## src/hdl/timer0_defs.svh

```systemverilog
/*
 Constants of the instruction-cycle timer with its shared prescaler.
 Assumes one clock at the oscillator rate: one clock period is one Tosc.
*/
// Overview of operation
// - Source bit clear: count instruction cycles, or prescaler ticks when prescaler assigned.
// - A count register write blocks increments for the next two instruction cycles.
// - Source bit set: count edges of the external count input.
// - Edge bit clear counts rising edges; set counts falling edges.
// - Prescaler serves timer or watchdog only; owner bit one gives it to watchdog.
// - Owner bit and three ratio bits set owner and ratio, 1:2 to 1:256 for timer, 1:1 to 1:128 for watchdog.
// - Watchdog-owned prescaler: timer unscaled, prescaler postscales watchdog output.
// - Timer-owned prescaler is cleared by every count register write.
// - Watchdog-owned prescaler is cleared by the watchdog clear instruction.
// - Prescaler has no software access; every reset clears it.
// - External input is divided into a symmetrical prescaler output; none means raw.
// - Prescaler output is sampled in phases two and four before counting.
// - External change to counter increment takes three to seven Tosc.
// - External source forces the shared pin to input regardless of direction bit.
// - Count register is 8 bits, read and written at data address 01h.
////////////////////////////////////////////////////////////////////////////////
`ifndef TIMER0_DEFS_SVH
`define TIMER0_DEFS_SVH

`define FILE_ADDR_W       5
`define TIMER_COUNT_ADDR  5'h01
`define CONFIG_RESET      8'hFF
`define DIR_RESET         6'h3F
`define COUNT_RESET       8'h00
`define SRC_BIT           5
`define EDGE_BIT          4
`define OWNER_BIT         3
`define RATIO_HI          2
`define RATIO_LO          0
`define CFG_TOP_HI        7
`define CFG_TOP_LO        6
`define SHARED_PIN_BIT    2
`define TOSC_NS           8
`define TOSC_PER_INSTR    4
`define INHIBIT_INSTR     2
`define INHIBIT_CLKS      (`INHIBIT_INSTR * `TOSC_PER_INSTR)
`define INC_LAT_MIN_TOSC  3
`define INC_LAT_MAX_TOSC  7

`endif

```

## src/hdl/timer0_pkg.sv

```systemverilog
/*
 Types of the instruction-cycle timer.
 Assumes timer0_defs.svh is read first by every user.
*/
package timer0_pkg;

	typedef enum logic [3:0]
	{
		PH_ONE   = 4'h1,
		PH_TWO   = 4'h2,
		PH_THREE = 4'h4,
		PH_FOUR  = 4'h8
	} phase_t;

	typedef struct packed
	{
		logic [4:0] addr;
		logic [7:0] data;
		logic       en;
	} reg_wr_t;

	typedef struct packed
	{
		phase_t     phase;
		logic [7:0] count;
		logic [7:0] cfg;
		logic [5:0] dir;
		logic [5:0] dirOut;
		logic [3:0] inhibit;
		logic       extPrev;
		logic       syncLvl;
		logic       syncPrev;
		logic       incReq;
		logic       wdtOut;
		logic [7:0] rdData;
	} timer_state_t;

endpackage
```

## src/hdl/shared_prescaler.sv

```systemverilog
/*
 Shared prescaler counter: advances on a one-cycle strobe, clears on demand.
 Assumes the owner logic selects the advance and clear sources.
*/
`timescale 1ns/100ps
module shared_prescaler
#(
	parameter int WIDTH = 8
)
(
	input  logic             clk,
	input  logic             reset_n,
	input  logic             clear,
	input  logic             advance,
	output logic [WIDTH-1:0] count
);

	typedef struct packed
	{
		logic [WIDTH-1:0] count;
	} psc_state_t;

	psc_state_t s_q;
	psc_state_t s_d;

	////////////////////////////////////////////////////////////////////////
	// Clear beats advance so a write never leaves a stale partial count
	always_comb
	begin
		s_d = s_q;
		if (clear)
			s_d.count = '0;
		else if (advance)
			s_d.count = s_q.count + WIDTH'(1);
	end

	always_ff @(posedge clk)
	begin
		if (!reset_n)
			s_q <= '0;
		else
			s_q <= s_d;
	end

	assign count = s_q.count;

endmodule // shared_prescaler

```

## src/hdl/timer0_core.sv

```systemverilog
/*
 Instruction-cycle timer with external count input and shared prescaler.
 Assumes the core drives one-cycle strobes for file writes, the option
 and direction instructions and the watchdog clear, and that the
 external input is already synchronous to clk.
*/
`timescale 1ns/100ps
`include "timer0_defs.svh"
module timer0_core
	import timer0_pkg::*;
#(
	parameter int PSC_WIDTH = 8
)
(
	input  logic                    clk,
	input  logic                    reset_n,
	input  reg_wr_t                 fileWrite,
	input  logic [`FILE_ADDR_W-1:0] readAddr,
	input  logic                    configWrite,
	input  logic                    dirWrite,
	input  logic [7:0]              instrOperand,
	input  logic                    watchdogClearInstr,
	input  logic                    watchdogTick,
	input  logic                    externalCountInput,
	output logic [7:0]              readData,
	output logic [5:0]              pinDirection,
	output logic [1:0]              portWakePullCfg,
	output logic                    watchdogTimeout,
	output phase_t                  clockPhase
);

	////////////////////////////////////////////////////////////////////////
	// Declarations

	timer_state_t s_q;
	timer_state_t s_d;

	logic [PSC_WIDTH-1:0] pscCount;
	logic [2:0]           ratio;
	logic                 pscClear;
	logic                 pscAdvance;
	logic                 timerWr;
	logic                 instrTick;
	logic                 sampleEn;
	logic                 lvlRaw;
	logic                 selEdge;
	logic                 syncLvlIn;
	logic                 incFire;
	logic                 ownerWdt;
	logic                 srcExt;
	logic                 timerTap;
	logic                 wdtTap;

	localparam timer_state_t RESET_STATE = '{
		phase:    PH_ONE,
		count:    `COUNT_RESET,
		cfg:      `CONFIG_RESET,
		dir:      `DIR_RESET,
		dirOut:   `DIR_RESET,
		inhibit:  4'h0,
		extPrev:  1'b0,
		syncLvl:  1'b0,
		syncPrev: 1'b0,
		incReq:   1'b0,
		wdtOut:   1'b0,
		rdData:   8'h00
	};

	// Low k bits set; k runs 0..PSC_WIDTH
	function automatic logic [PSC_WIDTH-1:0] tapMask(input logic [3:0] k);
		logic [PSC_WIDTH-1:0] m;
		m = '0;
		for (int i = 0; i < PSC_WIDTH; i++)
			m[i] = (i < int'(k));
		return m;
	endfunction

	////////////////////////////////////////////////////////////////////////
	// Prescaler ownership and source selection

	assign timerWr = fileWrite.en &&
		fileWrite.addr == `TIMER_COUNT_ADDR;
	assign ownerWdt = s_q.cfg[`OWNER_BIT];
	assign srcExt   = s_q.cfg[`SRC_BIT];
	assign ratio    = s_q.cfg[`RATIO_HI:`RATIO_LO];
	assign instrTick = s_q.phase == PH_FOUR;
	assign sampleEn  = s_q.phase == PH_TWO ||
		s_q.phase == PH_FOUR;

	// Inverting the pin turns a falling edge into a rising one
	assign lvlRaw  = externalCountInput ^ s_q.cfg[`EDGE_BIT];
	assign selEdge = lvlRaw && !s_q.extPrev;

	// Prescaler bit n toggles every 2^n edges, so its level is symmetrical
	assign syncLvlIn = ownerWdt ? lvlRaw : pscCount[ratio];

	assign pscAdvance = ownerWdt ? watchdogTick :
		(srcExt ? selEdge : instrTick);
	assign pscClear = ownerWdt ? watchdogClearInstr : timerWr;

	// Division taps: timer 2^(n+1), watchdog 2^n
	assign timerTap = &(pscCount |
		~tapMask({1'b0, ratio} + 4'h1));
	assign wdtTap = &(pscCount | ~tapMask({1'b0, ratio}));

	// Write wins over a pending increment
	assign incFire = s_q.incReq && s_q.inhibit == 4'h0 &&
		!timerWr;

	shared_prescaler
	#(
		.WIDTH   (PSC_WIDTH)
	)
	u_prescaler
	(
		.clk     (clk),
		.reset_n (reset_n),
		.clear   (pscClear),
		.advance (pscAdvance),
		.count   (pscCount)
	);

	////////////////////////////////////////////////////////////////////////
	// Next state

	always_comb
	begin
		s_d = s_q;

		case (s_q.phase)
			PH_ONE:   s_d.phase = PH_TWO;
			PH_TWO:   s_d.phase = PH_THREE;
			PH_THREE: s_d.phase = PH_FOUR;
			PH_FOUR:  s_d.phase = PH_ONE;
			default:  s_d.phase = PH_ONE;
		endcase

		s_d.extPrev = lvlRaw;
		if (sampleEn)
			s_d.syncLvl = syncLvlIn;
		s_d.syncPrev = s_q.syncLvl;

		if (srcExt)
			s_d.incReq = s_q.syncLvl && !s_q.syncPrev;
		else if (ownerWdt)
			s_d.incReq = instrTick;
		else
			s_d.incReq = instrTick && timerTap;

		if (timerWr)
			s_d.inhibit = 4'(`INHIBIT_CLKS);
		else if (s_q.inhibit != 4'h0)
			s_d.inhibit = s_q.inhibit - 4'h1;

		if (timerWr)
			s_d.count = fileWrite.data;
		else if (incFire)
			s_d.count = s_q.count + 8'h01;

		if (configWrite)
			s_d.cfg = instrOperand;
		if (dirWrite)
			s_d.dir = instrOperand[5:0];

		// Shared pin reads as input while it feeds the counter
		s_d.dirOut = s_d.dir;
		if (s_d.cfg[`SRC_BIT])
			s_d.dirOut[`SHARED_PIN_BIT] = 1'b1;

		s_d.wdtOut = watchdogTick &&
			(ownerWdt ? wdtTap : 1'b1);

		s_d.rdData = (readAddr == `TIMER_COUNT_ADDR) ?
			s_q.count : 8'h00;
	end

	always_ff @(posedge clk)
	begin
		if (!reset_n)
			s_q <= RESET_STATE;
		else
			s_q <= s_d;
	end

	////////////////////////////////////////////////////////////////////////
	// Outputs, all registered

	assign readData        = s_q.rdData;
	assign pinDirection    = s_q.dirOut;
	assign portWakePullCfg = s_q.cfg[`CFG_TOP_HI:`CFG_TOP_LO];
	assign watchdogTimeout = s_q.wdtOut;
	assign clockPhase      = s_q.phase;
endmodule // timer0_core

```

## config.mk

```make
export PLATFORM = sky130hd
export DESIGN_NAME = timer0_core
export DESIGN_NICKNAME = d
export VERILOG_FILES = /design/src/hdl/timer0_pkg.sv /design/src/hdl/shared_prescaler.sv /design/src/hdl/timer0_core.sv
export VERILOG_INCLUDE_DIRS = /design/src /design/src/hdl
export SDC_FILE = /design/constraint.sdc
export NUM_CORES = 1
export LEC_CHECK = 0
export ABC_AREA = 1
export BUFFER_PORTS_ARGS = -buffer_cell sky130_fd_sc_hd__buf_2
export CAP_MARGIN = 30
export CORE_MARGIN = 4
export CORE_UTILIZATION = 59
export CTS_CLUSTER_SIZE = 14
export DETAILED_ROUTE_END_ITERATION = 7
export GPL_ROUTABILITY_DRIVEN = 0
export PLACE_DENSITY = 0.85
export SLEW_MARGIN = 0
export SYNTH_ARGS = -nofsm -noshare
export SYNTH_HDL_FRONTEND = slang
export SYNTH_SLANG_ARGS = --single-unit
```

## constraint.sdc

```tcl
create_clock -name clk -period 2.45 [get_ports clk]
set_input_delay 0.49 -clock clk [delete_from_list [all_inputs] [get_ports clk]]
set_output_delay 0.49 -clock clk [all_outputs]
set_load 0.005 [all_outputs]
```

==> results summary, run 1 <==
The run finished with clean final reports. The first global-routing pass estimated 9.98 mm of wire. In this run the post-CTS setup repair buffer count came out at 0.

The average vias per placed instance came out at 5.21. The path class of the tightest hold or removal check is in2reg. The overflow left after global routing came out at 0. The worst reg-to-reg setup slack came out at just over 0.9 ns. In this run, post-CTS hold repair placed 0 buffers. The die span in x came out at a little under 80 um. The final antenna-violating net count came out at 0.

The portion of synthesized cell area occupied by the leading cell type is 37.2%. The most common flop cell mapped by yosys is dfxtp_1. In this run the most critical hold path is launched from instrOperand[6]. The final net count is 484.

Setup violations remaining at the end of the flow were counted as 0. The worst setup path is launched from a flop. The number of antenna violations at the first check in global routing came out at 0.

Walking the worst path, the cells encountered are inv_1, ha_1, nor2_1, nor2_1, nand2_1, nand2_1, nand3_1, nand2_1, nand2_1, nand2_1. The maximum fanout along the worst path is 7. The total CTS buffers came out at 5. The count of standard-cell rows is 24.

The highest ir drop seen on vdd came out at 0.486 mV. The number of clock sinks came out at 52. For the pin with the worst max-slew slack, the measured transition is about 0.59 ns. The sequential area share after synthesis is 37.2%. After detailed placement, the total cell area comes to 0.00292 sq mm. By area the synthesized netlist is led by dfxtp_1 37%, nand2_1 13%, nand3_1 9.0%, inv_1 7.9%, buf_4 5.6%. TritonCTS built the clock tree.

In the final layout, the share of cells above drive strength 1 is 16.4%. The max-cap check violation count is 0. The terminating pin of the worst hold path is portWakePullCfg[0]. The most common cell type on the critical path is nand2_1. The effective utilization at floorplan is 62.5%.

The core occupancy in the finished layout came out at 67.3%. Global routing used 20.2% of the available tracks across all layers. The wire length reported by the detailed router came out at 5.83 mm.

The count of final hold-check violations came out at 0. The clock arrives with 0.00765 ns of skew. The endpoint of the most critical register-to-register path is s_q[9]. The number of pins exceeding their max-slew limit in the final report came to 0. The clock slew seen by the registers of the worst setup and hold paths came out at 0.10 ns. The count of yosys warnings during synthesis is 0. The signed area change from the synthesized netlist to the final layout came out at 7.79%. Among all cell types in the netlist, the one instantiated most often is nand2_1. For this block, the initial DRC count from the detailed router was between 100 and 150.

The number of cells produced by synthesis is approximately 410. In this run the clock root is driven by a clkbuf_8. In this run the critical register-to-register path is launched from ratio[0]. Synthesis inferred 52 register bits. The maximum buffer depth of the clock tree came out at 2. Setup repair after global routing left no endpoint under its margin. The setup path with the least slack is of type reg2reg.

The unique cell type count in the Yosys netlist is 31. The number of nets produced by synthesis is about 450. The depth of the worst register-to-register path came out at 10. After floorplanning, the core was sized to cover approximately 0.0045 sq mm. The H-tree was split into 2 levels. The count of flip-flops with a built-in enable after synthesis is 0.

dfxtp_1 takes more of the synthesized area than any other cell. The peak per-stage delay on the critical path is 0.46 ns. The number of gates given a new drive strength after cts came out at 0. The worst pin sits at a relative slew slack of between 60% and 70%. The maximum achievable frequency came out at 654 MHz. The area of all placed cells without fillers is 0.00301 sq mm. The slowest stage of the critical path belongs to the cell dfxtp_1. The post-synthesis average cell area came out at 6.75 sq um. The average wire per standard cell came out at 11.7 um. STA classifies the critical path endpoint as a flop. The final routed DRC violation total is 0.

The worst endpoint required time came out at 2.67 ns. The later pin in the worst-skew pair is clocked with a latency of 0.31 ns. Sorting the synthesized cells by how often they occur yields 100 x nand2_1, 59 x inv_1, 52 x dfxtp_1. The shortest clock period the worst path allows after layout came out at approximately 1.5 ns. The I/O pin count is 55. The count of vias placed by the detailed router is roughly 2600.

The diode insertion count for antenna repair came out at 0. Summed over all nets, the half-perimeter wirelength after detailed placement is 4.40 mm. The critical path data arrival time came out at 1.75 ns. The leakage dissipation is 0.00151 uW. Setup total negative slack on the finished layout was measured at 0 ns.

The y dimension of the die is 76.8 um. The synthesized netlist occupies a cell area of 0.00280 sq mm. In this run the power density over the cells is 614 mW/mm^2. Before antenna repair, the detailed router went through 4 iterations. The maximum number of pins on one net before global-route repair came out at 21.

The count of buffers inserted at the top-level ports came out at 54. The die footprint came out at 0.00590 sq mm. The share of the cycle needed by the critical path after routing came out at 62.4%. Overall power consumption after layout is estimated at 1850 uW. The hold path depth is 3.

The number of global-route vias before repair is ~2400. The proportion of register bits with asynchronous set or reset after synthesis is 0%.
-- cells in the final DEF (no fill, tap or decap), types with 6 or more instances in the layout --
cell type	n
clkbuf_8	6
dfxtp_1	52
nor2_1	42
o21ai_0	20
a21oi_1	24
ha_1	6
nand3_1	50
buf_2	54
nand2_1	100
inv_1	59
-- worst max-delay path, delay by kind of cell (launching register included) --
| kind | cells | cell delay, ns |
|---|---|---|
| and+or+nand+nor | 8 | 0.49 |
| buffers and inverters | 1 | 0.15 |
| adders and majority gates | 1 | 0.34 |
| DFF | 1 | 0.46 |
-- power breakdown --
group / internal (uW) / switching, uW / leakage [uW]
registers: 908 / 52.1 / 0.000425
logic: 154 / 217 / 0.00103
clock network: 231 / 287 / 0.0000516
total: 1290 / 556 / 0.00151
-- worst max-delay path by stage --
| stage | from | endpoint | cells after the start |
|---|---|---|---|
| after floorplan | fileWrite[9] | s_q[38] | 7 |
| after detailed placement | fileWrite[10] | s_q[38] | 7 |
| after global routing | ratio[0] | s_q[9] | 10 |
| after CTS | ratio[0] | s_q[9] | 10 |
| after global placement | fileWrite[10] | s_q[38] | 7 |
| final | ratio[0] | s_q[9] | 10 |
-- kinds of logic after synthesis --
group,after synthesis,synth area share [%]
xor gates and xnor gates,5,1.57
muxes,1,0.358
adders and majority gates,6,2.69
DFF,52,37.2
AOI/OAI and AO/OA,47,8.82
buffers and inverters,92,16.0
and+or+nand+nor,211,33.3
-- metal layers --
metal  global-route usage, %  wire (um)  up-vias
li1                        -          -     1347
met1                    25.3       2700     1148
met2                    34.4       2620       83
met3                    4.57        406       13
met4                    6.34        103        0
met5                       0          0        -
-- stage by stage --
stage / hold slack, ns / std cells / setup WS [ns]
finish: 0.390 / 497 / 0.921
global route: 0.395 / 497 / 0.743
CTS: 0.389 / 497 / 0.912
detailed placement: 0.440 / 489 / 0.669
global placement: 0.427 / 489 / 0.743
floorplan: 0.416 / 414 / 1.12
-- final cells by class --
cell class | count | area, sq um
clock buffer | 6 | 82.6
clock inverter | 2 | 13.8
fill | 378 | 1460
inverter | 60 | 225
multi-input combinational | 270 | 1310
sequential | 52 | 1040
tap | 52 | 65.1
timing repair buffer | 55 | 278
-- flip-flops by register name, indices dropped and copies added (netlist names) --
| register | count |
|---|---|
| pinDirection | 1 |
| ratio | 3 |
| ownerWdt | 1 |
| readData | 8 |
| s_q | 23 |
| u_prescaler.count | 8 |
| clockPhase | 4 |
| portWakePullCfg | 2 |
| s_d | 1 |
| watchdogTimeout | 1 |
Note: power is estimated with default switching activity, not from simulation.
==> run 2, diff against run 1 <==
--- a/config.mk
+++ b/config.mk
@@ -6,15 +6,15 @@
 export SDC_FILE = /design/constraint.sdc
 export NUM_CORES = 1
 export LEC_CHECK = 0
-export ABC_AREA = 1
+export ABC_AREA = 0
 export BUFFER_PORTS_ARGS = -buffer_cell sky130_fd_sc_hd__buf_2
 export CAP_MARGIN = 30
 export CORE_MARGIN = 4
-export CORE_UTILIZATION = 59
+export CORE_UTILIZATION = 48
 export CTS_CLUSTER_SIZE = 14
 export DETAILED_ROUTE_END_ITERATION = 7
 export GPL_ROUTABILITY_DRIVEN = 0
-export PLACE_DENSITY = 0.85
+export PLACE_DENSITY = 0.75
 export SLEW_MARGIN = 0
 export SYNTH_ARGS = -nofsm -noshare
 export SYNTH_HDL_FRONTEND = slang
==> constraint.sdc (replaced) <==
create_clock -name clk -period 1.4 [get_ports clk]
set_input_delay 0.28 -clock clk [delete_from_list [all_inputs] [get_ports clk]]
set_output_delay 0.28 -clock clk [all_outputs]
set_load 0.005 [all_outputs]
==> run 2 against run 1 <==
  * Power rose by 85%
  * Sequential power rose by 75%
  * Synthesized area fell by 11%
  * Synthesized cell count fell by 36%
  * Global-route usage fell by 3.4 points
  * Utilization fell by 3.2 points
  * Via count fell by 21%
  * Non-clock buffer count rose by 37
  * Largest cell class unchanged
  * Worst hold slack got worse by 0.20 ns
  * Sequential share of layout area fell by 0.79 points
  * The flow now finishes with violations (setup timing)
==> results summary, run 2 <==
The path with the worst hold slack has its endpoint at portWakePullCfg[1]. Setup repair after global routing could not meet its margin everywhere. The detailed-placement wirelength estimate is 3.93 mm (-11%). The I/O pin count is 55 (unchanged). In this run the worst setup path begins at s_q[34]. The final net count was 372 (-23%). The mux contribution to synthesized area came to 7.87% (+7.5 points). The depth of the worst register-to-register path is 5 (-5).

The startpoint-to-endpoint class of the critical path is reg2reg. The number of global-route vias before repair is 1946 (-20%). The xor and xnor fraction of the mapped netlist area came out at 6.31% (+4.7 points). The iteration count of the initial detailed-routing pass came out at 4 (unchanged). The total global routing track utilization is 16.8% (-3.4 points). The hold path depth is 3 (unchanged). The worst slack on hold paths is 0.186 ns (-0.204 ns). The clock network power share came out at 26.1% (-1.9 points).

After synthesis, the largest family of logic cells by area is simple AND/OR/NAND/NOR gates. The most common flop cell mapped by yosys is dfxtp_1. The final-report setup violation count came out at 11 (+11). The switching portion of total power came out at 29.1% (-0.96 points). The signed area change from the synthesized netlist to the final layout is 25.3%. The die span in x came out at 80.1 um (+4.3%). The flip-flop count of the largest register after layout came out at 23 (unchanged). The commonest cells after synthesis are 52 x dfxtp_1, 23 x nand2_1, 20 x buf_4.

The endpoint identified for the worst register-to-register timing path is u_prescaler.count[6]. The flow ran to the end, but the final reports show violations. The design internal power came out at 2430 uW (+88%). The total stage count of the critical path came out at 5 (-5). The count of buffers inserted at the top-level ports was 54 (unchanged).

The maximum achievable frequency is 585 MHz (-11%). The worst endpoint required time came out at 1.61 ns (-1.06 ns). The number of hold buffers added after cts is 0 (unchanged). The portion of synthesized cell area occupied by the leading cell type is 41.7% (+4.4 points).

The overflow left after global routing came out at 0 (unchanged). The maximum level of the CTS H-tree came to 2 (unchanged). The largest total area in the synthesized netlist belongs to dfxtp_1. The final routed DRC violation total came out at 0 (unchanged).

The clock insertion delay at the later pin of the skew report is 0.31 ns (about the same). The clock tree from TritonCTS is built. The number of clock sinks came out at 52 (unchanged). The final sum of negative setup slack came out at -2.10 ns (-2.10 ns).

The max-slew headroom at the worst pin is 75.8% (+15 points). The count of buffering cells on the critical path with inverters included is 0 (-1). The net switching power figure is 997 uW (+79%). The maximum number of pins on one net before global-route repair came to 20 (-4.8%).

The type of origin of the critical path is a flop. The total CTS buffers came to 5 (unchanged). After synthesis, the cell types taking the most area are dfxtp_1 42%, buf_4 6.0%, mux2i_1 5.6%, xor2_1 4.6%, nand2_1 3.5%. The setup skew after layout came out at 0.0141 ns (+0.00648 ns). The number of nets produced by synthesis was 304 (-33%).

The number of antenna violations at the first check in global routing is 0 (unchanged). The endpoint type of the worst setup path is a flop. In this run the critical register-to-register path is launched from s_q[34]. The core occupancy in the finished layout is 64.1% (-3.2 points). The path category of the worst min-delay check is in2reg. The average vias per placed instance is 5.11 (-2.0%). The sequential cell fraction of total power came out at 49.0% (-2.9 points). The register with the most flip-flops in the final layout is s_q. The maximum buffer depth of the clock tree came out at 2 (unchanged). The adder and majority cell fraction of the synthesized area is 3.01% (+0.32 points). Traced cell by cell, the critical path runs through or4b_4, o2bb2ai_4, o211ai_4, nor2_2, mux2_4. The final antenna-violating net count is 0 (unchanged).

The die footprint came out at 0.00642 sq mm (+8.8%). The effective utilization at floorplan came to 51.2% (-11 points). The leakage dissipation is 0.00139 uW (-7.4%). The library cell contributing the largest single delay on the critical path is or4b_4.

The count of flip-flops with a built-in enable after synthesis is 0 (unchanged). The root buffer cell is clkbuf_8. The maximum fanout along the worst path came out at 4 (-3). The number of flip-flops and latches in the synthesized netlist is 52 (unchanged).

The post-synthesis compound-gate area fraction is 12.6% (+3.8 points). The worst reg-to-reg setup slack is -0.31 ns (-1.23 ns). The cell area after technology mapping is 0.00250 sq mm (-11%). The wire length reported by the detailed router came out at 5.23 mm (-10%).

The proportion of register bits with asynchronous set or reset after synthesis is 0% (unchanged). The checks that failed: setup timing. The shortest clock period the worst path allows after layout is 1.71 ns (+0.180 ns).

The cell type group with the largest total delay on the critical path is simple AND/OR/NAND/NOR gates. The combinational group share of total power came out at 24.9% (+4.9 points). The count of standard-cell rows came out at 25 (+4.2%). The core area came out at 0.00488 sq mm (+9.1%). The sequential area share after synthesis was 41.7% (+4.4 points). The global-route wire length before repair came out at 8.56 mm (-14%).

The count of vias placed by the detailed router is 2043 (-21%). The number of cells produced by synthesis came out at 264 (-36%). The critical path data arrival time is 1.91 ns (+0.16 ns). In the post-synthesis netlist, the cell with the most instances is dfxtp_1. The final worst-path setup slack is -0.309 ns (-1.23 ns). The measured slew at the worst slew-check pin came out at 0.363 ns (-0.224 ns). The share of the cycle needed by the critical path after routing is 122% (+60 points).

The power density relative to cell area came out at 1100 mW/mm^2 (+78%). The count of final hold-check violations is 0 (unchanged). The share of post-route cells with drive strength above 1 came to 40.8% (+24 points).

The post-synthesis average cell area came out at 9.46 sq um (+40%). The count of yosys warnings during synthesis is 0 (unchanged). The unique cell type count in the Yosys netlist is 45 (+45%). Leaving out fill and tap cells, the most frequent cell in the layout is buf_2.

The max-cap check violation count was 0 (unchanged). The peak per-stage delay on the critical path was 0.55 ns (+0.09 ns). The diode insertion count for antenna repair came out at 0 (unchanged).

The worst hold path begins at instrOperand[7]. The library cells used most frequently in the layout, excluding fill and tap cells, are 54 x buf_2, 42 x dfxtp_1, 36 x buf_4, 22 x nand2_1. The highest ir drop seen on vdd came out at 0.711 mV (+46%).

The y dimension of the die is 80.1 um (+4.3%). The initial DRC count is 99 (-26%). The post-synthesis simple-gate area fraction came out at 19.8% (-14 points). The number of pins exceeding their max-slew limit in the final report was 0 (unchanged).

The clock slew seen by the registers of the worst setup and hold paths came to 0.10 ns (about the same). The average wire per standard cell was 13.1 um (+12%).
run 2: area by class of cell:
| type | instances | area (sq um) |
|---|---|---|
| Clock buffer | 5 | 68.8 |
| Multi-Input combinational cell | 174 | 1310 |
| Sequential cell | 52 | 1060 |
| Fill cell | 400 | 1750 |
| Tap cell | 67 | 83.8 |
| Clock inverter | 3 | 25.0 |
| Timing Repair Buffer | 92 | 563 |
| Inverter | 7 | 26.3 |
run 2: per-layer routing:
metal | GRT usage [%] | wire length, um
met5 | 0 | 0
met4 | 5.41 | 64
met3 | 4.71 | 291
met2 | 30.0 | 2680
met1 | 19.3 | 2200
run 2: power by group through the flow:
stage | clock network [uW] | logic, uW | registers [uW]
2_1_floorplan | 0 | 509 | 1700
5_1_grt | 985 | 943 | 1700
3_3_place_gp | 0 | 763 | 1700
4_1_cts | 912 | 796 | 1680
3_5_place_dp | 0 | 782 | 1710
6_report | 895 | 854 | 1680
run 2: repair_timing:
| action | CTS | global route |
|---|---|---|
| endpoints found under the setup margin | 12 | 18 |
| resized for setup | 4 | 17 |
| setup buffers | 1 | 3 |
| endpoints found under the hold margin | 0 | 0 |
| pin swaps | 6 | 7 |
run 2: cells by family after synthesis:
kind of cell	after synthesis
AOI/OAI and AO/OA	43
xor gates and xnor gates	18
adders and majority gates	6
buffers and inverters	38
DFF	52
muxes	17
and+or+nand+nor	90
run 2: worst max path at each step:
stage | to | slack [ns]
finish | u_prescaler.count[6] | -0.31
global route | u_prescaler.count[6] | -0.37
CTS | u_prescaler.count[6] | -0.30
detailed placement | u_prescaler.count[6] | -0.29
global placement | u_prescaler.count[6] | -0.25
floorplan | u_prescaler.count[6] | -0.27
run 2: stage by stage:
step	total power, uW	instances	worst slack (ns)	instance area [sq um]
4_1_cts	3380	397	-0.297	3050
3_5_place_dp	2490	388	-0.285	2940
2_1_floorplan	2210	264	-0.267	2520
3_3_place_gp	2470	388	-0.250	2940
5_1_grt	3620	400	-0.366	3130
6_report	3430	400	-0.309	3130
run 2: worst min-delay path: stages:
cell and delay [ns]:
buf_2 0.07, mux2i_1 0.05, nand2_1 0.06
